$ cat config.mk
export PLATFORM = sky130hd
export DESIGN_NAME = laf_top
export DESIGN_NICKNAME = d
export VERILOG_FILES = /design/src/design/laf_pkg.sv /design/src/design/laf_cmp_if.sv /design/src/design/laf_compare.sv /design/src/design/laf_top.sv
export SDC_FILE = /design/constraint.sdc
export NUM_CORES = 1
export LEC_CHECK = 0
export ABC_AREA = 1
export BUFFER_PORTS_ARGS = -buffer_cell sky130_fd_sc_hd__clkbuf_2
export CORE_MARGIN = 5
export CORE_UTILIZATION = 50
export DETAILED_ROUTE_END_ITERATION = 8
export GPL_TIMING_DRIVEN = 1
export PLACE_DENSITY = 0.76
export SLEW_MARGIN = 0
export SYNTH_ARGS = -nofsm -noshare
export SYNTH_HDL_FRONTEND = slang
export SYNTH_SLANG_ARGS = --single-unit
$ cat constraint.sdc
create_clock -name sys_clk -period 3.4 [get_ports sys_clk]
set_input_delay 0.51 -clock sys_clk [delete_from_list [all_inputs] [get_ports sys_clk]]
set_output_delay 0.51 -clock sys_clk [all_outputs]
set_load 0.05 [all_outputs]
$ cat src/design/laf_pkg.sv
// Package: register map, field layout and reset values of the alert/flag logic
package laf_pkg;

	// Register pointer values
	localparam logic [7:0] PTR_CONFIG  = 8'h00;
	localparam logic [7:0] PTR_SHUNT   = 8'h01;
	localparam logic [7:0] PTR_BUS     = 8'h02;
	localparam logic [7:0] PTR_POWER   = 8'h03;
	localparam logic [7:0] PTR_CURRENT = 8'h04;
	localparam logic [7:0] PTR_MASK    = 8'h06;
	localparam logic [7:0] PTR_LIMIT   = 8'h07;

	// alert_mask_enable field positions
	localparam int EN_MSB     = 15;
	localparam int EN_LSB     = 10;
	localparam int FUNC_FLAG_BIT = 4;
	localparam int DONE_FLAG_BIT = 3;
	localparam int OVERFLOW_BIT  = 2;
	localparam int INVERT_BIT = 1;
	localparam int LATCH_BIT  = 0;

	// Index into the six stored enable bits (bit 10 is index 0)
	localparam int EN_READY       = 0;
	localparam int EN_PWR_OVER    = 1;
	localparam int EN_BUS_UNDER   = 2;
	localparam int EN_BUS_OVER    = 3;
	localparam int EN_SHUNT_UNDER = 4;
	localparam int EN_SHUNT_OVER  = 5;

	// Operating mode field of the configuration word
	localparam int             MODE_MSB  = 2;
	localparam int             MODE_LSB  = 0;
	localparam logic [2:0]     MODE_PD_A = 3'h0;
	localparam logic [2:0]     MODE_PD_B = 3'h4;

	// Reset values
	localparam logic [5:0]  EN_RST    = 6'h00;
	localparam logic [15:0] LIMIT_RST = 16'h0000;
	localparam logic [15:0] WORD_ZERO = 16'h0000;

	typedef struct packed {
		logic [5:0]  en;
		logic        invert;
		logic        latch;
		logic        func_flag;
		logic        done_flag;
		logic        overflow_flag;
		logic [15:0] limit;
		logic [15:0] rdata;
		logic        drive;
	} laf_state_t;

endpackage : laf_pkg

$ cat src/design/laf_cmp_if.sv
// Interface: carries the compare selection, operands and result between top and comparator
`timescale 1ns/10ps
interface laf_cmp_if;
	logic [4:0]  fn_en;
	logic [15:0] limit;
	logic [15:0] shunt;
	logic [15:0] bus;
	logic [15:0] power;
	logic        violation;

	modport ctl (output fn_en, output limit, output shunt, output bus, output power, input violation);
	modport cmp (input fn_en, input limit, input shunt, input bus, input power, output violation);
endinterface : laf_cmp_if

$ cat src/design/laf_compare.sv
// Limit comparator: priority select of one compare function against the threshold
`timescale 1ns/10ps
module laf_compare
(
	// Compare operands and result
	laf_cmp_if.cmp cif
);

	// fn_en[4]..fn_en[0] = shunt over, shunt under, bus over, bus under, power over
	always_comb
	begin
		if (cif.fn_en[4])
			cif.violation = $signed(cif.shunt) > $signed(cif.limit);
		else if (cif.fn_en[3])
			cif.violation = $signed(cif.shunt) < $signed(cif.limit);
		else if (cif.fn_en[2])
			cif.violation = cif.bus > cif.limit;
		else if (cif.fn_en[1])
			cif.violation = cif.bus < cif.limit;
		else if (cif.fn_en[0])
			cif.violation = cif.power > cif.limit;
		else
			cif.violation = 1'b0;
	end

endmodule : laf_compare

$ cat src/design/laf_top.sv
// Top: alert pin, alert/conversion/overflow flags and pointer-addressed registers
//
// Overview of operation
// - With power over-limit enabled, alert when power result exceeds the threshold.
// - With conversion-ready alert enabled, alert when the conversion done flag sets.
// - Only one compare function drives alert; conversion ready may also drive it.
// - Alert function flag shows the compare function caused the alert.
// - Latch mode: alert function flag holds until mask/enable is read.
// - Transparent mode: flag clears after next conversion without alert condition.
// - Conversion done flag sets only when the full measurement cycle finishes.
// - Configuration write clears conversion done, unless mode is power-down.
// - Reading mask/enable clears conversion done flag.
// - Latest conversion results stay readable at any time.
// - Math overflow flag sets on arithmetic overflow of current/power.
// - Sense invert bit: one gives active-high alert, zero active-low; resets zero.
// - Latch bit selects latching for alert output and flags, else transparent.
// - Sixteen-bit threshold compared with the register the enabled function selects.
// - Bits 15 to 12 enable shunt over, shunt under, bus over, bus under.
// - Among bits 15 to 11 only the highest set enable is honoured.
`timescale 1ns/10ps
module laf_top
(
	// Clock and reset
	input  wire logic        sys_clk,
	input  wire logic        rst_n,
	// Register access from the serial engine
	input  wire logic [7:0]  reg_ptr,
	input  wire logic        reg_wr,
	input  wire logic        reg_rd,
	input  wire logic [15:0] reg_wdata,
	output logic      [15:0] reg_rdata,
	// Measurement datapath
	input  wire logic [15:0] shunt_val,
	input  wire logic [15:0] bus_val,
	input  wire logic [15:0] power_val,
	input  wire logic [15:0] current_val,
	input  wire logic        conv_cycle_done,
	input  wire logic        math_overflow,
	// Open-drain alert pin
	output logic             alert_o,
	output logic             alert_oe_n
);

	////////////////////////////////////////////////////////////////////////////////
	laf_pkg::laf_state_t st_ff;
	laf_pkg::laf_state_t nxt_st;
	laf_cmp_if           cif ();
	logic                mask_rd;
	logic                mask_wr;
	logic                limit_wr;
	logic                cfg_clr;
	logic                alert_act;
	logic [15:0]         rd_mux;

	assign cif.fn_en = st_ff.en[laf_pkg::EN_SHUNT_OVER:laf_pkg::EN_PWR_OVER];
	assign cif.limit = st_ff.limit;
	assign cif.shunt = shunt_val;
	assign cif.bus   = bus_val;
	assign cif.power = power_val;

	laf_compare u_cmp
	(
		.cif (cif.cmp)
	);

	////////////////////////////////////////////////////////////////////////////////
	// Read data selection
	always_comb
	begin
		case (reg_ptr)
			laf_pkg::PTR_SHUNT:   rd_mux = shunt_val;
			laf_pkg::PTR_BUS:     rd_mux = bus_val;
			laf_pkg::PTR_POWER:   rd_mux = power_val;
			laf_pkg::PTR_CURRENT: rd_mux = current_val;
			laf_pkg::PTR_LIMIT:   rd_mux = st_ff.limit;
			laf_pkg::PTR_MASK:
			begin
				rd_mux                                     = laf_pkg::WORD_ZERO;
				rd_mux[laf_pkg::EN_MSB:laf_pkg::EN_LSB]    = st_ff.en;
				rd_mux[laf_pkg::FUNC_FLAG_BIT]             = st_ff.func_flag;
				rd_mux[laf_pkg::DONE_FLAG_BIT]             = st_ff.done_flag;
				rd_mux[laf_pkg::OVERFLOW_BIT]              = st_ff.overflow_flag;
				rd_mux[laf_pkg::INVERT_BIT]                = st_ff.invert;
				rd_mux[laf_pkg::LATCH_BIT]                 = st_ff.latch;
			end
			// Configuration lives in the datapath block; reads zero here
			default:              rd_mux = laf_pkg::WORD_ZERO;
		endcase
	end

	////////////////////////////////////////////////////////////////////////////////
	// Next-state logic
	always_comb
	begin
		nxt_st   = st_ff;
		mask_rd  = reg_rd && (reg_ptr == laf_pkg::PTR_MASK);
		mask_wr  = reg_wr && (reg_ptr == laf_pkg::PTR_MASK);
		limit_wr = reg_wr && (reg_ptr == laf_pkg::PTR_LIMIT);
		cfg_clr  = reg_wr && (reg_ptr == laf_pkg::PTR_CONFIG)
			&& (reg_wdata[laf_pkg::MODE_MSB:laf_pkg::MODE_LSB] != laf_pkg::MODE_PD_A)
			&& (reg_wdata[laf_pkg::MODE_MSB:laf_pkg::MODE_LSB] != laf_pkg::MODE_PD_B);

		if (mask_wr)
		begin
			nxt_st.en     = reg_wdata[laf_pkg::EN_MSB:laf_pkg::EN_LSB];
			nxt_st.invert = reg_wdata[laf_pkg::INVERT_BIT];
			nxt_st.latch  = reg_wdata[laf_pkg::LATCH_BIT];
		end
		if (limit_wr)
			nxt_st.limit = reg_wdata;
		if (reg_rd)
			nxt_st.rdata = rd_mux;

		// Conversion done: set beats any clear in the same cycle
		if (mask_rd || cfg_clr)
			nxt_st.done_flag = 1'b0;
		if (conv_cycle_done)
			nxt_st.done_flag = 1'b1;

		// Compare result is judged once per finished conversion
		if (st_ff.latch)
		begin
			if (mask_rd)
				nxt_st.func_flag = 1'b0;
		end
		else if (conv_cycle_done && !cif.violation)
			nxt_st.func_flag = 1'b0;
		if (conv_cycle_done && cif.violation)
			nxt_st.func_flag = 1'b1;

		// Overflow follows the same latch/transparent split as the alert flag
		if (st_ff.latch)
		begin
			if (mask_rd)
				nxt_st.overflow_flag = 1'b0;
		end
		else if (conv_cycle_done && !math_overflow)
			nxt_st.overflow_flag = 1'b0;
		if (math_overflow)
			nxt_st.overflow_flag = 1'b1;

		// Latched alert follows the function flag, which holds until the mask read
		alert_act    = st_ff.func_flag || (st_ff.en[laf_pkg::EN_READY] && st_ff.done_flag);
		nxt_st.drive = alert_act ^ st_ff.invert;
	end

	////////////////////////////////////////////////////////////////////////////////
	always_ff @(posedge sys_clk or negedge rst_n)
	begin
		if (!rst_n)
		begin
			st_ff.en     <= laf_pkg::EN_RST;
			st_ff.invert <= 1'b0;
			st_ff.latch  <= 1'b0;
			st_ff.func_flag     <= 1'b0;
			st_ff.done_flag     <= 1'b0;
			st_ff.overflow_flag <= 1'b0;
			st_ff.limit  <= laf_pkg::LIMIT_RST;
			st_ff.rdata  <= laf_pkg::WORD_ZERO;
			// Normal polarity, inactive: pin released
			st_ff.drive  <= 1'b0;
		end
		else
			st_ff <= nxt_st;
	end

	// Pin only ever pulls low; release lets the pull-up win
	assign alert_o    = 1'b0;
	assign alert_oe_n = !st_ff.drive;
	assign reg_rdata  = st_ff.rdata;

	////////////////////////////////////////////////////////////////////////////////
	// Checks
	done_set_a: assert property (
		@(posedge sys_clk) disable iff (!rst_n)
		conv_cycle_done |=> st_ff.done_flag)
		else $error("conversion done flag not set after cycle end");

	mask_rd_clr_a: assert property (
		@(posedge sys_clk) disable iff (!rst_n)
		(reg_rd && reg_ptr == laf_pkg::PTR_MASK && !conv_cycle_done) |=> !st_ff.done_flag)
		else $error("mask read did not clear conversion done");

	cfg_wr_clr_a: assert property (
		@(posedge sys_clk) disable iff (!rst_n)
		(cfg_clr && !conv_cycle_done) |=> !st_ff.done_flag)
		else $error("configuration write did not clear conversion done");

	flag_latch_hold_a: assert property (
		@(posedge sys_clk) disable iff (!rst_n)
		(st_ff.latch && st_ff.func_flag && !mask_rd) |=> st_ff.func_flag)
		else $error("latched alert flag dropped without mask read");

	flag_transp_clr_a: assert property (
		@(posedge sys_clk) disable iff (!rst_n)
		(!st_ff.latch && conv_cycle_done && !cif.violation) |=> !st_ff.func_flag)
		else $error("transparent alert flag not cleared");

	power_over_a: assert property (
		@(posedge sys_clk) disable iff (!rst_n)
		(st_ff.en[laf_pkg::EN_SHUNT_OVER:laf_pkg::EN_BUS_UNDER] == 4'h0 && st_ff.en[laf_pkg::EN_PWR_OVER]
			&& conv_cycle_done && power_val > st_ff.limit) |=> st_ff.func_flag)
		else $error("power over threshold did not flag");

	shunt_prio_a: assert property (
		@(posedge sys_clk) disable iff (!rst_n)
		(st_ff.en[laf_pkg::EN_SHUNT_OVER] && conv_cycle_done
			&& $signed(shunt_val) > $signed(st_ff.limit)) |=> st_ff.func_flag)
		else $error("highest compare enable not honoured");

	pin_sense_a: assert property (
		@(posedge sys_clk) disable iff (!rst_n)
		1'b1 |=> alert_oe_n == !($past(alert_act) ^ $past(st_ff.invert)))
		else $error("alert pin sense wrong");

	latch_pin_a: assert property (
		@(posedge sys_clk) disable iff (!rst_n)
		(st_ff.latch && st_ff.func_flag && !mask_rd) |=> ##1 alert_oe_n == $past(st_ff.invert))
		else $error("latched alert pin released early");

	ready_pin_a: assert property (
		@(posedge sys_clk) disable iff (!rst_n)
		(st_ff.en[laf_pkg::EN_READY] && st_ff.done_flag) |=> alert_oe_n == $past(st_ff.invert))
		else $error("conversion ready did not assert alert");

	overflow_set_a: assert property (
		@(posedge sys_clk) disable iff (!rst_n)
		math_overflow |=> st_ff.overflow_flag)
		else $error("overflow flag not set");

	result_read_a: assert property (
		@(posedge sys_clk) disable iff (!rst_n)
		(reg_rd && reg_ptr == laf_pkg::PTR_POWER) |=> reg_rdata == $past(power_val))
		else $error("power result read mismatch");

	flag_visible_a: assert property (
		@(posedge sys_clk) disable iff (!rst_n)
		(reg_rd && reg_ptr == laf_pkg::PTR_MASK) |=> reg_rdata[laf_pkg::FUNC_FLAG_BIT] == $past(st_ff.func_flag))
		else $error("alert function flag not visible on read");

	limit_wr_a: assert property (
		@(posedge sys_clk) disable iff (!rst_n)
		(reg_wr && reg_ptr == laf_pkg::PTR_LIMIT) |=> st_ff.limit == $past(reg_wdata))
		else $error("threshold write lost");

endmodule : laf_top

## Yosys cells after proc, flatten, opt, wreduce, memory -nomap -nowiden

Index checks and enable logic that the tools add are counted.

- $lt $le $gt $ge: 5
- Eq/ne operators: 9
- Multiplexer cells: 15
- Bitwise gates (word level): 1
- Reduce and logical (&&, ||, !) cells: 22

Operators with widths:

| operator | count |
|---|---|
| one-hot mux 16 bit (6 select lines) | 1 |
| greater-than comparator 16 bit | 3 |
| less-than comparator 16 bit | 2 |
| equality test 8 x 3 -> 1 bit (second input constant) | 3 |
| equality test 8 x 2 -> 1 bit (second input constant) | 2 |
| two-way mux 1 bit | 14 |
| logical AND 1 bit | 10 |
| nonzero test 3 bit | 3 |
| equality test 8 x 1 -> 1 bit (second input constant) | 1 |
| zero test 8 bit | 1 |
| AND reduction 2 bit | 2 |
| zero test 1 bit | 3 |
| != test 3 x 1 -> 1 bit (second input constant) | 1 |
| != test 3 x 2 -> 1 bit (second input constant) | 1 |
| != test 3 bit (second input constant) | 1 |
| logical OR 1 bit | 2 |
| nonzero test 2 bit | 1 |
| XOR 1 bit | 1 |

- Bits in registers: 44
- Input port bits: 94
- Output and inout port bits: 18
- Logic and storage cells: 61

## Longest topological paths before layout

Gate-level depths: netlist of run 1.

- Word-level depth: 11
- Mapped depth: 18
- Depth with buffers taken out: 18

## Cells and area by module

From an unflattened synthesis of run 1, not the netlist that was laid out.

- Cells, all modules: 601
- Area total of the unflattened synthesis: 4279.1 µm²

Modules (own cells, without submodules):

| module | instances | cells each | area an instance (µm²) | seq. area each (µm²) |
|---|---|---|---|---|
| laf_top | 1 | 401 | 3025.4 | 1101.1 |
| laf_compare | 1 | 200 | 1253.7 | 0.0 |

## Worst setup path after synthesis of run 1

Ideal clock, no wire load.

- Path type: input -> register
- From: input shunt_val[13]
- To: register st_ff[35] in the netlist's numbering
- Setup time: 0.116 ns
- Arrival: 1.582 ns
- Setup slack: 1.701 ns
- Cell stages on the path: 13
- Path buffers: 0
- Cell sequence: ha_1 nand2_1 inv_1 o21ai_0 nand2_1 nor2_1 nand3_1 nand3_1 nand2_1 inv_1 nand2_1 nand2_1 nand2_1

- Cells in the longest elaborated chain, start to end: 7
- Elaborated cells between the ends (all ways): 11
- Classes of those cells: order compare (2); eq/ne (1); mux (3); reduce/logical (5)

Ends and longest elaborated chain:

| item | line | RTL |
|---|---|---|
| start: declaration | laf_top.sv:33 | `input wire logic [15:0] shunt_val,` |
| less-than comparator 16 bit | laf_compare.sv:15 | `cif.violation = $signed(cif.shunt) < $signed(cif.limit);` |
| two-way mux 1 bit | laf_compare.sv:14 | `else if (cif.fn_en[3])` |
| two-way mux 1 bit (*) | laf_compare.sv:12 | `if (cif.fn_en[4])` |
| zero test 1 bit | laf_top.sv:126 | `else if (conv_cycle_done && !cif.violation)` |
| logical AND 1 bit | laf_top.sv:126 |  |
| nonzero test 3 bit (no source line) | n/a |  |
| AND reduction 2 bit (no source line) | n/a |  |
| end signal: assignment | laf_top.sv:164 | `st_ff <= nxt_st;` |
| end: declaration | laf_top.sv:45 | `laf_pkg::laf_state_t st_ff;` |

Mark *: on every way between the ends. The rest lies on a longest branch, timed or not.
A chain may end at the register's enable or synchronous reset.

## Worst setup path in the final report of run 1

- From: register, netlist name cif.limit[15]
- To: register st_ff[35] in the netlist's numbering

- Cells in the longest elaborated chain, start to end: 10
- Elaborated cells between the ends (all ways): 17
- Classes of those cells: order compare (5); eq/ne (1); mux (6); reduce/logical (5)

Ends and longest elaborated chain:

| item | line | RTL |
|---|---|---|
| greater-than comparator 16 bit | laf_compare.sv:21 | `cif.violation = cif.power > cif.limit;` |
| two-way mux 1 bit | laf_compare.sv:20 | `else if (cif.fn_en[0])` |
| two-way mux 1 bit | laf_compare.sv:18 | `else if (cif.fn_en[1])` |
| two-way mux 1 bit | laf_compare.sv:16 | `else if (cif.fn_en[2])` |
| two-way mux 1 bit | laf_compare.sv:14 |  |
| two-way mux 1 bit (*) | laf_compare.sv:12 |  |
| zero test 1 bit | laf_top.sv:126 |  |
| logical AND 1 bit | laf_top.sv:126 |  |
| nonzero test 3 bit (no source line) | n/a |  |
| AND reduction 2 bit (no source line) | n/a |  |

Marks and branches as above.

==> impl_metrics.csv, run 1 <==
group,metric,value,unit
outcome,status,"completed",
flow_run,cap_violations,0,
cells_and_area,antenna_cells,0,
logic_synthesis,async_flop_share,100,%
timing,worst_slack,1490,ps
floorplanning,die_x,96.5,um
setup_path,end_kind,"register",
logic_synthesis,yosys.area.top_type_share,29.4,%
logic_synthesis,ys_ff_latch,44,
timing,skew,5.24,ps
logic_synthesis,yosysUniqueCellTypes,35,
clock_network,clock_path_buffers,2,
timing,fin_crit,1910,ps
clock_network,cts.hold.buffers_added,0,
setup_path,path_cells,"inv_1 > ha_1 > nand2_1 > inv_1 > nand3_1 > nor2_1 > nand2_1 > nand2_1 > nand2_1 > nand3_1 > nand2_1 > inv_1 > nand2_1 > nand2_1 > nand2_1",
timing,fmax,0.524,GHz
global_routing,grtUsageTotal,22.8,%
cells_and_area,area_growth,15.1,%
placed_design,gp_congestion,0.874,
setup_path,worstPathRequired,3610,ps
placed_design,portBuffers,110,
logic_synthesis,synth_nets,654,
logic_synthesis,netlist_instances,512,
floorplanning,dieArea,0.00932,sq mm
clock_network,clk-insertion-delay-late,310,ps
pwr,peakVddDrop,0.000214,V
timing,hold_violations,0,
logic_synthesis,syn-cell-area,0.00374,sq mm
setup_path,path_class,"reg2reg",
timing,fin_tns_setup,0,ps
logic_synthesis,synth_edf_count,0,
clock_network,cts_tree,"built",
clock_network,numCtsBuffers,5,
clock_network,cts.sinks,44,
timing,period_share,56.1,%
drt,drt_pre_antenna_iters,6,
clock_network,cts_post_setup_buffers_inserted,0,
clock_network,cts_resized,0,
floorplanning,start_util,51.6,%
floorplanning,fp.dieH,96.5,um
drt,vias_per_cell,5.18,
placed_design,dp_hpwl,8430,um
logic_synthesis,synth_most_common_cell,"nand2_1",
floorplanning,core,0.00725,sq mm
cells_and_area,nets,744,
setup_path,path_common_cell,"nand2_1",
global_routing,grt-ovfl-total,0,
clock_network,cts-root-buf,"clkbuf_8",
setup_path,cp_slowest_stage_delay,380,ps
logic_synthesis,synth.avg_cell_area,7.31,sq um
global_routing,grt_max_degree,30,
logic_synthesis,synth_top_area_cell,"dfrtp_1",
global_routing,grt_pass1_vias,3597,
timing,slew_headroom,60.4,%
logic_synthesis,synth_area_leaders,"dfrtp_1, ha_1, nand2_1",
global_routing,antenna_found_initial,0,
logic_synthesis,yosysWarnings,0,
timing,final-setup-viol-count,0,
cells_and_area,final_layout_size_suffix_gt1_share,23.2,%
timing,worst_pin_slew,593,ps
drt,drt.antenna.violating_nets,0,
setup_path,arrival,2110,ps
placed_design,preCtsSetupSlack,1360,ps
pwr,power_leakage,0.00239,uW
drt,routed_wirelength,10600,um
timing,drv_slew,0,
logic_synthesis,ys_seq_area_share,29.4,%
setup_path,cpMaxStageDelayCell,"dfrtp_1",
timing,rsz0062_at_grt,"no",
drt,drc,0,
pwr,power.density,299,mW/mm^2
setup_path,crit_fanout,4,
floorplanning,rows,31,
floorplanning,io_pins,112,
min_path,hold_path_class,"in2async",
global_routing,grt_pass1_wl,16600,um
setup_path,start_kind,"register",
drt,vias,3634,
drt,drt_iter0_markers,200,
logic_synthesis,synth_common_cells,"nand2_1, inv_1, ha_1, dfrtp_1, o21ai_0",
logic_synthesis,synth-main-ff-cell,"dfrtp_1",
clock_network,clk_pin_slew,100,ps
setup_path,reg2reg_depth,15,
clock_network,h-tree-depth,2,
drt,wl_per_cell,15.0,um
==> final timing paths <==
kind | startpoint | to | slack, ps
worst max-delay path | cif.limit[15]$_DFFE_PN0P_ | st_ff[35]$_DFFE_PN0P_ | 1490
worst min-delay path | rst_n | cif.limit[7]$_DFFE_PN0P_ | 130
worst max register to register | cif.limit[15]$_DFFE_PN0P_ | st_ff[35]$_DFFE_PN0P_ | 1490
worst min register to register | reg_rdata[1]$_DFFE_PN0P_ | reg_rdata[1]$_DFFE_PN0P_ | 490
max in group asynchronous | rst_n | cif.fn_en[4]$_DFFE_PN0P_ | 2490
min in group sys_clk | math_overflow | st_ff[33]$_DFFE_PN0P_ | 390
==> layout make-up <==
class / count / area, sq um
timing repair buffer: 111 / 558
tap: 99 / 124
multi-input combinational: 361 / 2140
clock buffer: 5 / 68.8
fill: 716 / 2940
sequential: 44 / 1100
inverter: 79 / 297
clock inverter: 3 / 26.3
==> where the power goes <==
| part | internal, uW | switching, uW | leakage (uW) |
|---|---|---|---|
| sequential | 552 | 18.9 | 0.000584 |
| combinational | 130 | 216 | 0.00175 |
| clock | 152 | 219 | 0.0000491 |
| total | 833 | 454 | 0.00239 |
==> cell usage in the layout (no fill, tap or decap), drive strengths merged <==
master | synthesis | routed
a21o | 3 | 3
dfrtp | 44 | 44
nor2 | 26 | 26
o21ai | 44 | 44
nand4 | 4 | 4
clkinv | 0 | 1
xor2 | 1 | 1
o211ai | 10 | 10
a22o | 8 | 8
o41ai | 1 | 1
nor3 | 2 | 2
a211oi | 2 | 2
o22ai | 5 | 5
buf | 25 | 1
mux2 | 8 | 8
nand2 | 147 | 147
o21bai | 1 | 1
o21a | 1 | 1
a21oi | 24 | 24
conb | 1 | 1
nand3 | 23 | 23
o221ai | 1 | 1
inv | 79 | 81
ha | 48 | 48
clkbuf | 3 | 115
or2 | 1 | 1
==> per-stage QoR <==
stage          area [sq um]  power (uW)  hold slack [ps]  utilization, %  instances
2_1_floorplan          3740         801              214               -        512
3_3_place_gp           4220         914              461            58.1        694
3_5_place_dp           4220         925              464            58.1        694
4_1_cts                4310        1290              143            59.4        702
5_1_grt                4310        1350              155            59.4        702
6_report               4310        1290              129            59.4        702
==> routing by layer <==
metal	routed length (um)	up-vias	track usage (%)
met4	122	0	4.56
met1	4580	1647	29.1
li1	-	1833	-
met3	796	17	3.41
met2	5060	137	40.7
met5	0	-	0
==> registers in the layout, indices dropped and copies added (netlist names) <==
signal,cells
reg_rdata,16
cif.limit,16
st_ff,7
cif.fn_en,5
==> critical path: cells and delay by family, from the launching register on <==
family,cells,cell delay (ps)
fa+ha+maj,1,360
buf+inv,3,200
simple gates,11,870
flops,1,380
==> cells by family (layout without fill, tap and decap cells) <==
logic type	Yosys count	in the layout	synth area share [%]
AO/OA/AOI/OAI	100	100	15.7
XOR/XNOR	1	1	0.234
adder cells (fa/ha/maj)	48	48	16.0
buffers and inverters	107	198	13.5
flip-flops	44	44	29.4
multiplexers	8	8	2.81
other	1	1	0.100
AND/OR/NAND/NOR	203	203	22.2
No activity file was read; power rests on OpenSTA's default activity.
==> inputs of run 2 (changes only) <==
ABC_AREA = 0   (was 1)
clock period = 1.9 ns   (was 3.4 ns; I/O delays follow)
==> run 2 against run 1 <==
Compared with the run above: the flow now finishes with violations (negative setup slack); critical endpoint unchanged; largest power group unchanged; cell count fell by 8.3%; die area is 2.6% lower; power grew 100%; worst setup slack worse by 1700 ps; critical path depth shrank 7; first-iteration DRC count is 8.5% higher; sequential power increased by 82%; sequential share of layout area is 2.8 points lower.
==> impl_metrics.csv, run 2 <==
group,metric,value,unit
logic_synthesis,async_flop_share,100,%
clock_network,numCtsBuffers,5,
cells_and_area,fillers,597,
global_routing,antenna_found_initial,0,
logic_synthesis,synth_edf_count,0,
logic_synthesis,netlist_instances,401,
setup_path,path_buf_inv,2,
logic_synthesis,synth_nets,543,
placed_design,portBuffers,110,
logic_synthesis,ys_seq_area_share,30.3,%
setup_path,worstPathRequired,2080,ps
clock_network,cts.sinks,44,
logic_synthesis,ys_ff_latch,44,
timing,drv_slew,0,
min_path,hp-start,"math_overflow",
global_routing,grt_pass1_wl,18700,um
placed_design,preCtsSetupSlack,-209,ps
drt,drt_iter0_markers,217,
logic_synthesis,synth.avg_cell_area,9.07,sq um
drt,drt.antenna.violating_nets,0,
floorplanning,rows,31,
timing,skew,3.65,ps
timing,slew_headroom,60.9,%
cells_and_area,design_area,0.00484,sq mm
clock_network,cts_tree,"built",
setup_path,r2r_end,"st_ff[35]$_DFFE_PN0P_",
clock_network,h-tree-depth,2,
timing,period_share,112,%
floorplanning,core,0.00718,sq mm
timing,fin_crit,2120,ps
floorplanning,die_x,95.3,um
cells_and_area,final_cell_mix,"clkbuf_2, buf_4, ha_1, dfrtp_1, nand2_1",
placed_design,gp_congestion,0.943,
cells_and_area,area_growth,33.1,%
timing,worst_pin_slew,587,ps
setup_path,r2r-start,"cif.limit[7]$_DFFE_PN0P_",
cells_and_area,final_layout_size_suffix_gt1_share,39.6,%
global_routing,grtUsageTotal,26.9,%
cells_and_area,layout_commonest_cell,"clkbuf_2",
setup_path,cp_top_family,"compound AO/OA/AOI/OAI gates",
drt,vias,3705,
timing,worst_slack,-220,ps
timing,fmax,0.472,GHz
setup_path,start_kind,"register",
flow_run,cap_violations,0,
timing,rsz0062_at_grt,"yes",
setup_path,path_cells,"inv_2 > buf_4 > ha_1 > a21oi_1 > a211oi_1 > o31a_1 > a2111oi_4 > o41ai_2",
placed_design,dp_hpwl,9700,um
min_path,hold_depth,2,
pwr,power.density,532,mW/mm^2
cells_and_area,nets,687,
floorplanning,dieArea,0.00908,sq mm
logic_synthesis,synth_top_area_cell,"dfrtp_1",
drt,wl_per_cell,18.7,um
clock_network,clock_path_buffers,2,
logic_synthesis,yosysUniqueCellTypes,49,
cells_and_area,antenna_cells,0,
min_path,hold_path_class,"in2reg",
clock_network,clk-insertion-delay-late,300,ps
min_path,min_to,"st_ff[33]$_DFFE_PN0P_",
global_routing,grt-ovfl-total,0,
logic_synthesis,yosysWarnings,0,
drt,drt_pre_antenna_iters,7,
setup_path,arrival,2300,ps
setup_path,critical_path_depth,8,
floorplanning,fp.dieH,95.3,um
logic_synthesis,synth_area_leaders,"dfrtp_1, ha_1, a22oi_1",
timing,hold_violations,0,
setup_path,end_kind,"register",
setup_path,rrSetupSlack,-220,ps
drt,drc,0,
placed_design,dpl_cell_area,0.00460,sq mm
logic_synthesis,synth-main-ff-cell,"dfrtp_1",
outcome,status,"finished with violations",
clock_network,cts-root-buf,"clkbuf_8",
timing,final-setup-viol-count,1,
drt,vias_per_cell,5.75,
logic_synthesis,synth_most_common_cell,"ha_1",
floorplanning,start_util,50.7,%
outcome,violations,"negative setup slack",
pwr,power_leakage,0.00246,uW
global_routing,grt_pass1_vias,3666,
logic_synthesis,syn-cell-area,0.00364,sq mm
drt,routed_wirelength,12100,um
floorplanning,io_pins,112,
logic_synthesis,yosys.area.top_type_share,30.3,%
global_routing,grt_max_degree,25,
setup_path,crit_fanout,4,
setup_path,reg2reg_depth,8,
clock_network,clk_pin_slew,80,ps
cells_and_area,fin_util,67.5,%
logic_synthesis,synth_common_cells,"ha_1, dfrtp_1, nand2_1, inv_1",
setup_path,cpMaxStageDelayCell,"dfrtp_1",
setup_path,path_class,"reg2reg",
pwr,peakVddDrop,0.000365,V
setup_path,cp_slowest_stage_delay,380,ps
-- run 2: where the power goes --
part / switching (uW) / internal, uW / leakage (uW) / total [uW]
Combinational: 498 / 386 / 0.00189 / 884
Clock: 326 / 324 / 0.0000503 / 650
Sequential: 43.7 / 998 / 0.000517 / 1040
Total: 868 / 1710 / 0.00246 / 2580
-- run 2: logic make-up (layout without fill, tap and decap cells) --
group | Yosys count | count (layout) | synth area share (%)
AOI/OAI and AO/OA | 119 | 119 | 21.9
adders and majority gates | 48 | 48 | 16.5
muxes | 29 | 29 | 8.57
and+or+nand+nor | 95 | 95 | 13.2
buffers and inverters | 63 | 207 | 8.98
DFF | 44 | 44 | 30.3
xor gates and xnor gates | 2 | 2 | 0.482
other | 1 | 1 | 0.103
-- run 2: worst max path at each step --
stage	start	slack, ps	endpoint
global placement	cif.limit[13]$_DFFE_PN0P_	-180	st_ff[35]$_DFFE_PN0P_
global route	cif.limit[15]$_DFFE_PN0P_	-320	st_ff[35]$_DFFE_PN0P_
detailed placement	cif.limit[7]$_DFFE_PN0P_	-210	st_ff[35]$_DFFE_PN0P_
finish	cif.limit[7]$_DFFE_PN0P_	-220	st_ff[35]$_DFFE_PN0P_
floorplan	cif.limit[1]$_DFFE_PN0P_	8	st_ff[35]$_DFFE_PN0P_
CTS	cif.limit[11]$_DFFE_PN0P_	-170	st_ff[35]$_DFFE_PN0P_
-- run 2: cell type report --
type	count	area (sq um)	share of cell area [%]
multi-input combinational	294	2330	48.1
sequential	44	1100	22.7
timing repair buffer	174	1100	22.6
tap	99	124	2.56
inverter	26	97.6	2.02
clock buffer	7	96.3	1.99
-- run 2: what timing repair did --
item | CTS | global route
hold buffers | 1 | 0
endpoints found under the hold margin | 20 | 0
gates resized for setup | 12 | 8
endpoints found under the setup margin | 1 | 1
buffers inserted | 1 | 3
pin swaps | 9 | 8
-- run 2: worst register-to-register path: cells and delay by family, from the launching register on --
kind	cells	cell delay, ps
fa+ha+maj	1	320
flops	1	380
buf+inv	2	200
compound gates	5	1110
-- run 2: layer usage --
metal / track usage, % / share of wire, % / vias to the layer above
met2: 44.3 / 47 / 163
li1: - / - / 1766
met3: 3.71 / 7.4 / 28
met1: 36.6 / 43 / 1748
met4: 8.53 / 2.1 / 0
met5: 0 / 0 / -
-- run 2: through the flow --
stage / hold WS (ps) / power (uW) / TNS (ps) / instances
after floorplan: -10.6 / 1530 / 0 / 401
final: 166 / 2580 / -220 / 644
after CTS: 158 / 2560 / -165 / 641
after global routing: 163 / 2710 / -316 / 644
after global placement: 308 / 1870 / -838 / 632
after detailed placement: 308 / 1880 / -1470 / 632
==> inputs of run 3 (changes only) <==
--- a/config.mk
+++ b/config.mk
@@ -9,3 +9,3 @@
 export BUFFER_PORTS_ARGS = -buffer_cell sky130_fd_sc_hd__clkbuf_2
-export CORE_MARGIN = 5
+export CORE_MARGIN = 4
 export CORE_UTILIZATION = 50
==> constraint.sdc (replaced) <==
create_clock -name sys_clk -period 1.9 [get_ports sys_clk]
set_input_delay 0.38 -clock sys_clk [delete_from_list [all_inputs] [get_ports sys_clk]]
set_output_delay 0.38 -clock sys_clk [all_outputs]
set_load 0.05 [all_outputs]
==> run 3 against run 2 <==
Compared with the run above: the flow still finishes with violations (negative setup slack); count of clock-buffer cells in the layout down 1; cell count down 2.6%; sequential share of layout area up 0.38 points; worst setup slack worse by 96 ps; critical path type unchanged; highest routed layer unchanged.
==> impl_metrics.csv, run 3 (synthesized netlist as in run 2, its figures left out) <==
group,metric,value,unit
cells_and_area,ff_latch_area,0.00110,sq mm
timing,drv_slew,0,
drt,routed_wirelength,11700,um
clock_network,h-tree-depth,2,
cells_and_area,area_growth,31.0,%
global_routing,grt_max_degree,45,
cells_and_area,antenna_cells,0,
floorplanning,start_util,52.4,%
timing,worst_pin_slew,603,ps
pwr,power.density,522,mW/mm^2
setup_path,path_class,"reg2reg",
floorplanning,io_pins,112,
clock_network,clk-insertion-delay-late,300,ps
timing,final-setup-viol-count,1,
clock_network,cts.sinks,44,
placed_design,dpl_cell_area,0.00451,sq mm
pwr,power_leakage,0.00238,uW
timing,fmax,0.451,GHz
cells_and_area,multiInputGateArea,0.00239,sq mm
setup_path,start_kind,"register",
pwr,peakVddDrop,0.000302,V
setup_path,cp_top_family,"compound AO/OA/AOI/OAI gates",
timing,fin_tns_setup,-316,ps
timing,slew_headroom,59.8,%
timing,rsz0062_at_grt,"yes",
global_routing,grt-ovfl-total,0,
drt,drt_iter0_markers,245,
clock_network,clk_pin_slew,80,ps
setup_path,path_buf_inv,1,
clock_network,clock_path_buffers,2,
global_routing,grtUsageTotal,27.2,%
setup_path,worstPathRequired,2080,ps
drt,vias_per_cell,5.80,
placed_design,gp_congestion,0.921,
placed_design,preCtsSetupSlack,-389,ps
min_path,hold_path_class,"in2async",
global_routing,grt_pass1_wl,18600,um
cells_and_area,final_layout_size_suffix_gt1_share,39.0,%
cells_and_area,layout_commonest_cell,"clkbuf_2",
outcome,status,"finished with violations",
timing,period_share,117,%
cells_and_area,fillers,565,
setup_path,arrival,2400,ps
global_routing,antenna_found_initial,0,
timing,whs,148,ps
flow_run,cap_violations,0,
drt,drt.antenna.violating_nets,0,
placed_design,portBuffers,110,
placed_design,dp_hpwl,9240,um
cells_and_area,design_area,0.00476,sq mm
timing,skew,6.50,ps
drt,drt_pre_antenna_iters,5,
global_routing,grt_pass1_vias,3778,
outcome,violations,"negative setup slack",
floorplanning,rows,30,
timing,worst_slack,-316,ps
clock_network,cts-root-buf,"clkbuf_8",
clock_network,cts.hold.buffers_added,0,
setup_path,cpMaxStageDelayCell,"dfrtp_1",
clock_network,cts_tree,"built",
setup_path,crit_fanout,4,
setup_path,path_cells,"inv_1 > ha_1 > nand2_1 > o21ai_0 > o2bb2ai_1 > o31a_1 > a2111oi_4 > o41ai_2",
floorplanning,fp.dieH,93.3,um
drt,drc,0,
cells_and_area,final_cell_mix,"clkbuf_2, buf_4, dfrtp_1, nand2_1, ha_1",
floorplanning,die_x,93.3,um
setup_path,end_kind,"register",
clock_network,numCtsBuffers,5,
cells_and_area,nets,673,
floorplanning,dieArea,0.00870,sq mm
setup_path,cp_slowest_stage_delay,380,ps
drt,vias,3637,
floorplanning,core,0.00694,sq mm
timing,hold_violations,0,
drt,wl_per_cell,18.6,um
timing,fin_crit,2220,ps
[run 3: cell count changes in the layout (fill, tap and decap cells not counted), moves of 2 or more]
cell	previous run	this run
buf_4	58	46
ha_1	44	39
clkbuf_8	7	5
ha_4	4	9
[run 3: area by class of cell]
type / instances / share of cell area [%]
clock buffer: 6 / 1.52
clock inverter: 1 / 0.105
inverter: 26 / 2.05
multi-input combinational: 294 / 50.2
sequential: 44 / 23.1
tap: 96 / 2.52
timing repair buffer: 160 / 20.5
[run 3: what timing repair did]
action | CTS | global route
hold endpoints to repair | 0 | 0
endpoints found under the setup margin | 1 | 1
pin swaps | 9 | 1
gates resized for setup | 14 | 10
gates cloned | 0 | 0
setup buffers | 1 | 0
[run 3: stage by stage]
step | std cells | util [%] | total power [uW]
floorplan | 401 | - | 1530
global placement | 619 | 64.9 | 1840
detailed placement | 619 | 64.9 | 1860
CTS | 627 | 67.5 | 2470
global route | 627 | 68.6 | 2630
finish | 627 | 68.6 | 2490
[run 3: path summary, 6_finish.rpt]
path,start,endpoint,slack [ps],cells past startpoint
setup reg to reg,cif.limit[6]$_DFFE_PN0P_,st_ff[35]$_DFFE_PN0P_,-320,8
max in group asynchronous,rst_n,cif.limit[1]$_DFFE_PN0P_,1320,2
hold / removal,rst_n,cif.limit[11]$_DFFE_PN0P_,150,2
min in group sys_clk,math_overflow,st_ff[33]$_DFFE_PN0P_,260,2
setup / recovery,cif.limit[6]$_DFFE_PN0P_,st_ff[35]$_DFFE_PN0P_,-320,8
hold reg to reg,st_ff[33]$_DFFE_PN0P_,st_ff[33]$_DFFE_PN0P_,490,1
[run 3: where the power goes]
part / switching (uW) / leakage, uW / internal (uW)
Sequential: 44.4 / 0.000517 / 998
Clock: 329 / 0.0000410 / 251
Combinational: 497 / 0.00182 / 370
Total: 870 / 0.00238 / 1620
[run 3: metal layers]
layer	vias to the layer above	wire (um)	global-route usage, %
li1	1738	-	-
met1	1714	4990	35.6
met2	157	5490	45.0
met3	28	871	4.99
met4	0	299	9.52
met5	-	0	0
[run 3: worst reg2reg max path, delay by kind of cell, from the launching register on]
family / cells / cell delay, ps
AO/OA/AOI/OAI: 5 / 1130
flip-flops: 1 / 380
adder cells (fa/ha/maj): 1 / 270
AND/OR/NAND/NOR: 1 / 160
buffers and inverters: 1 / 150
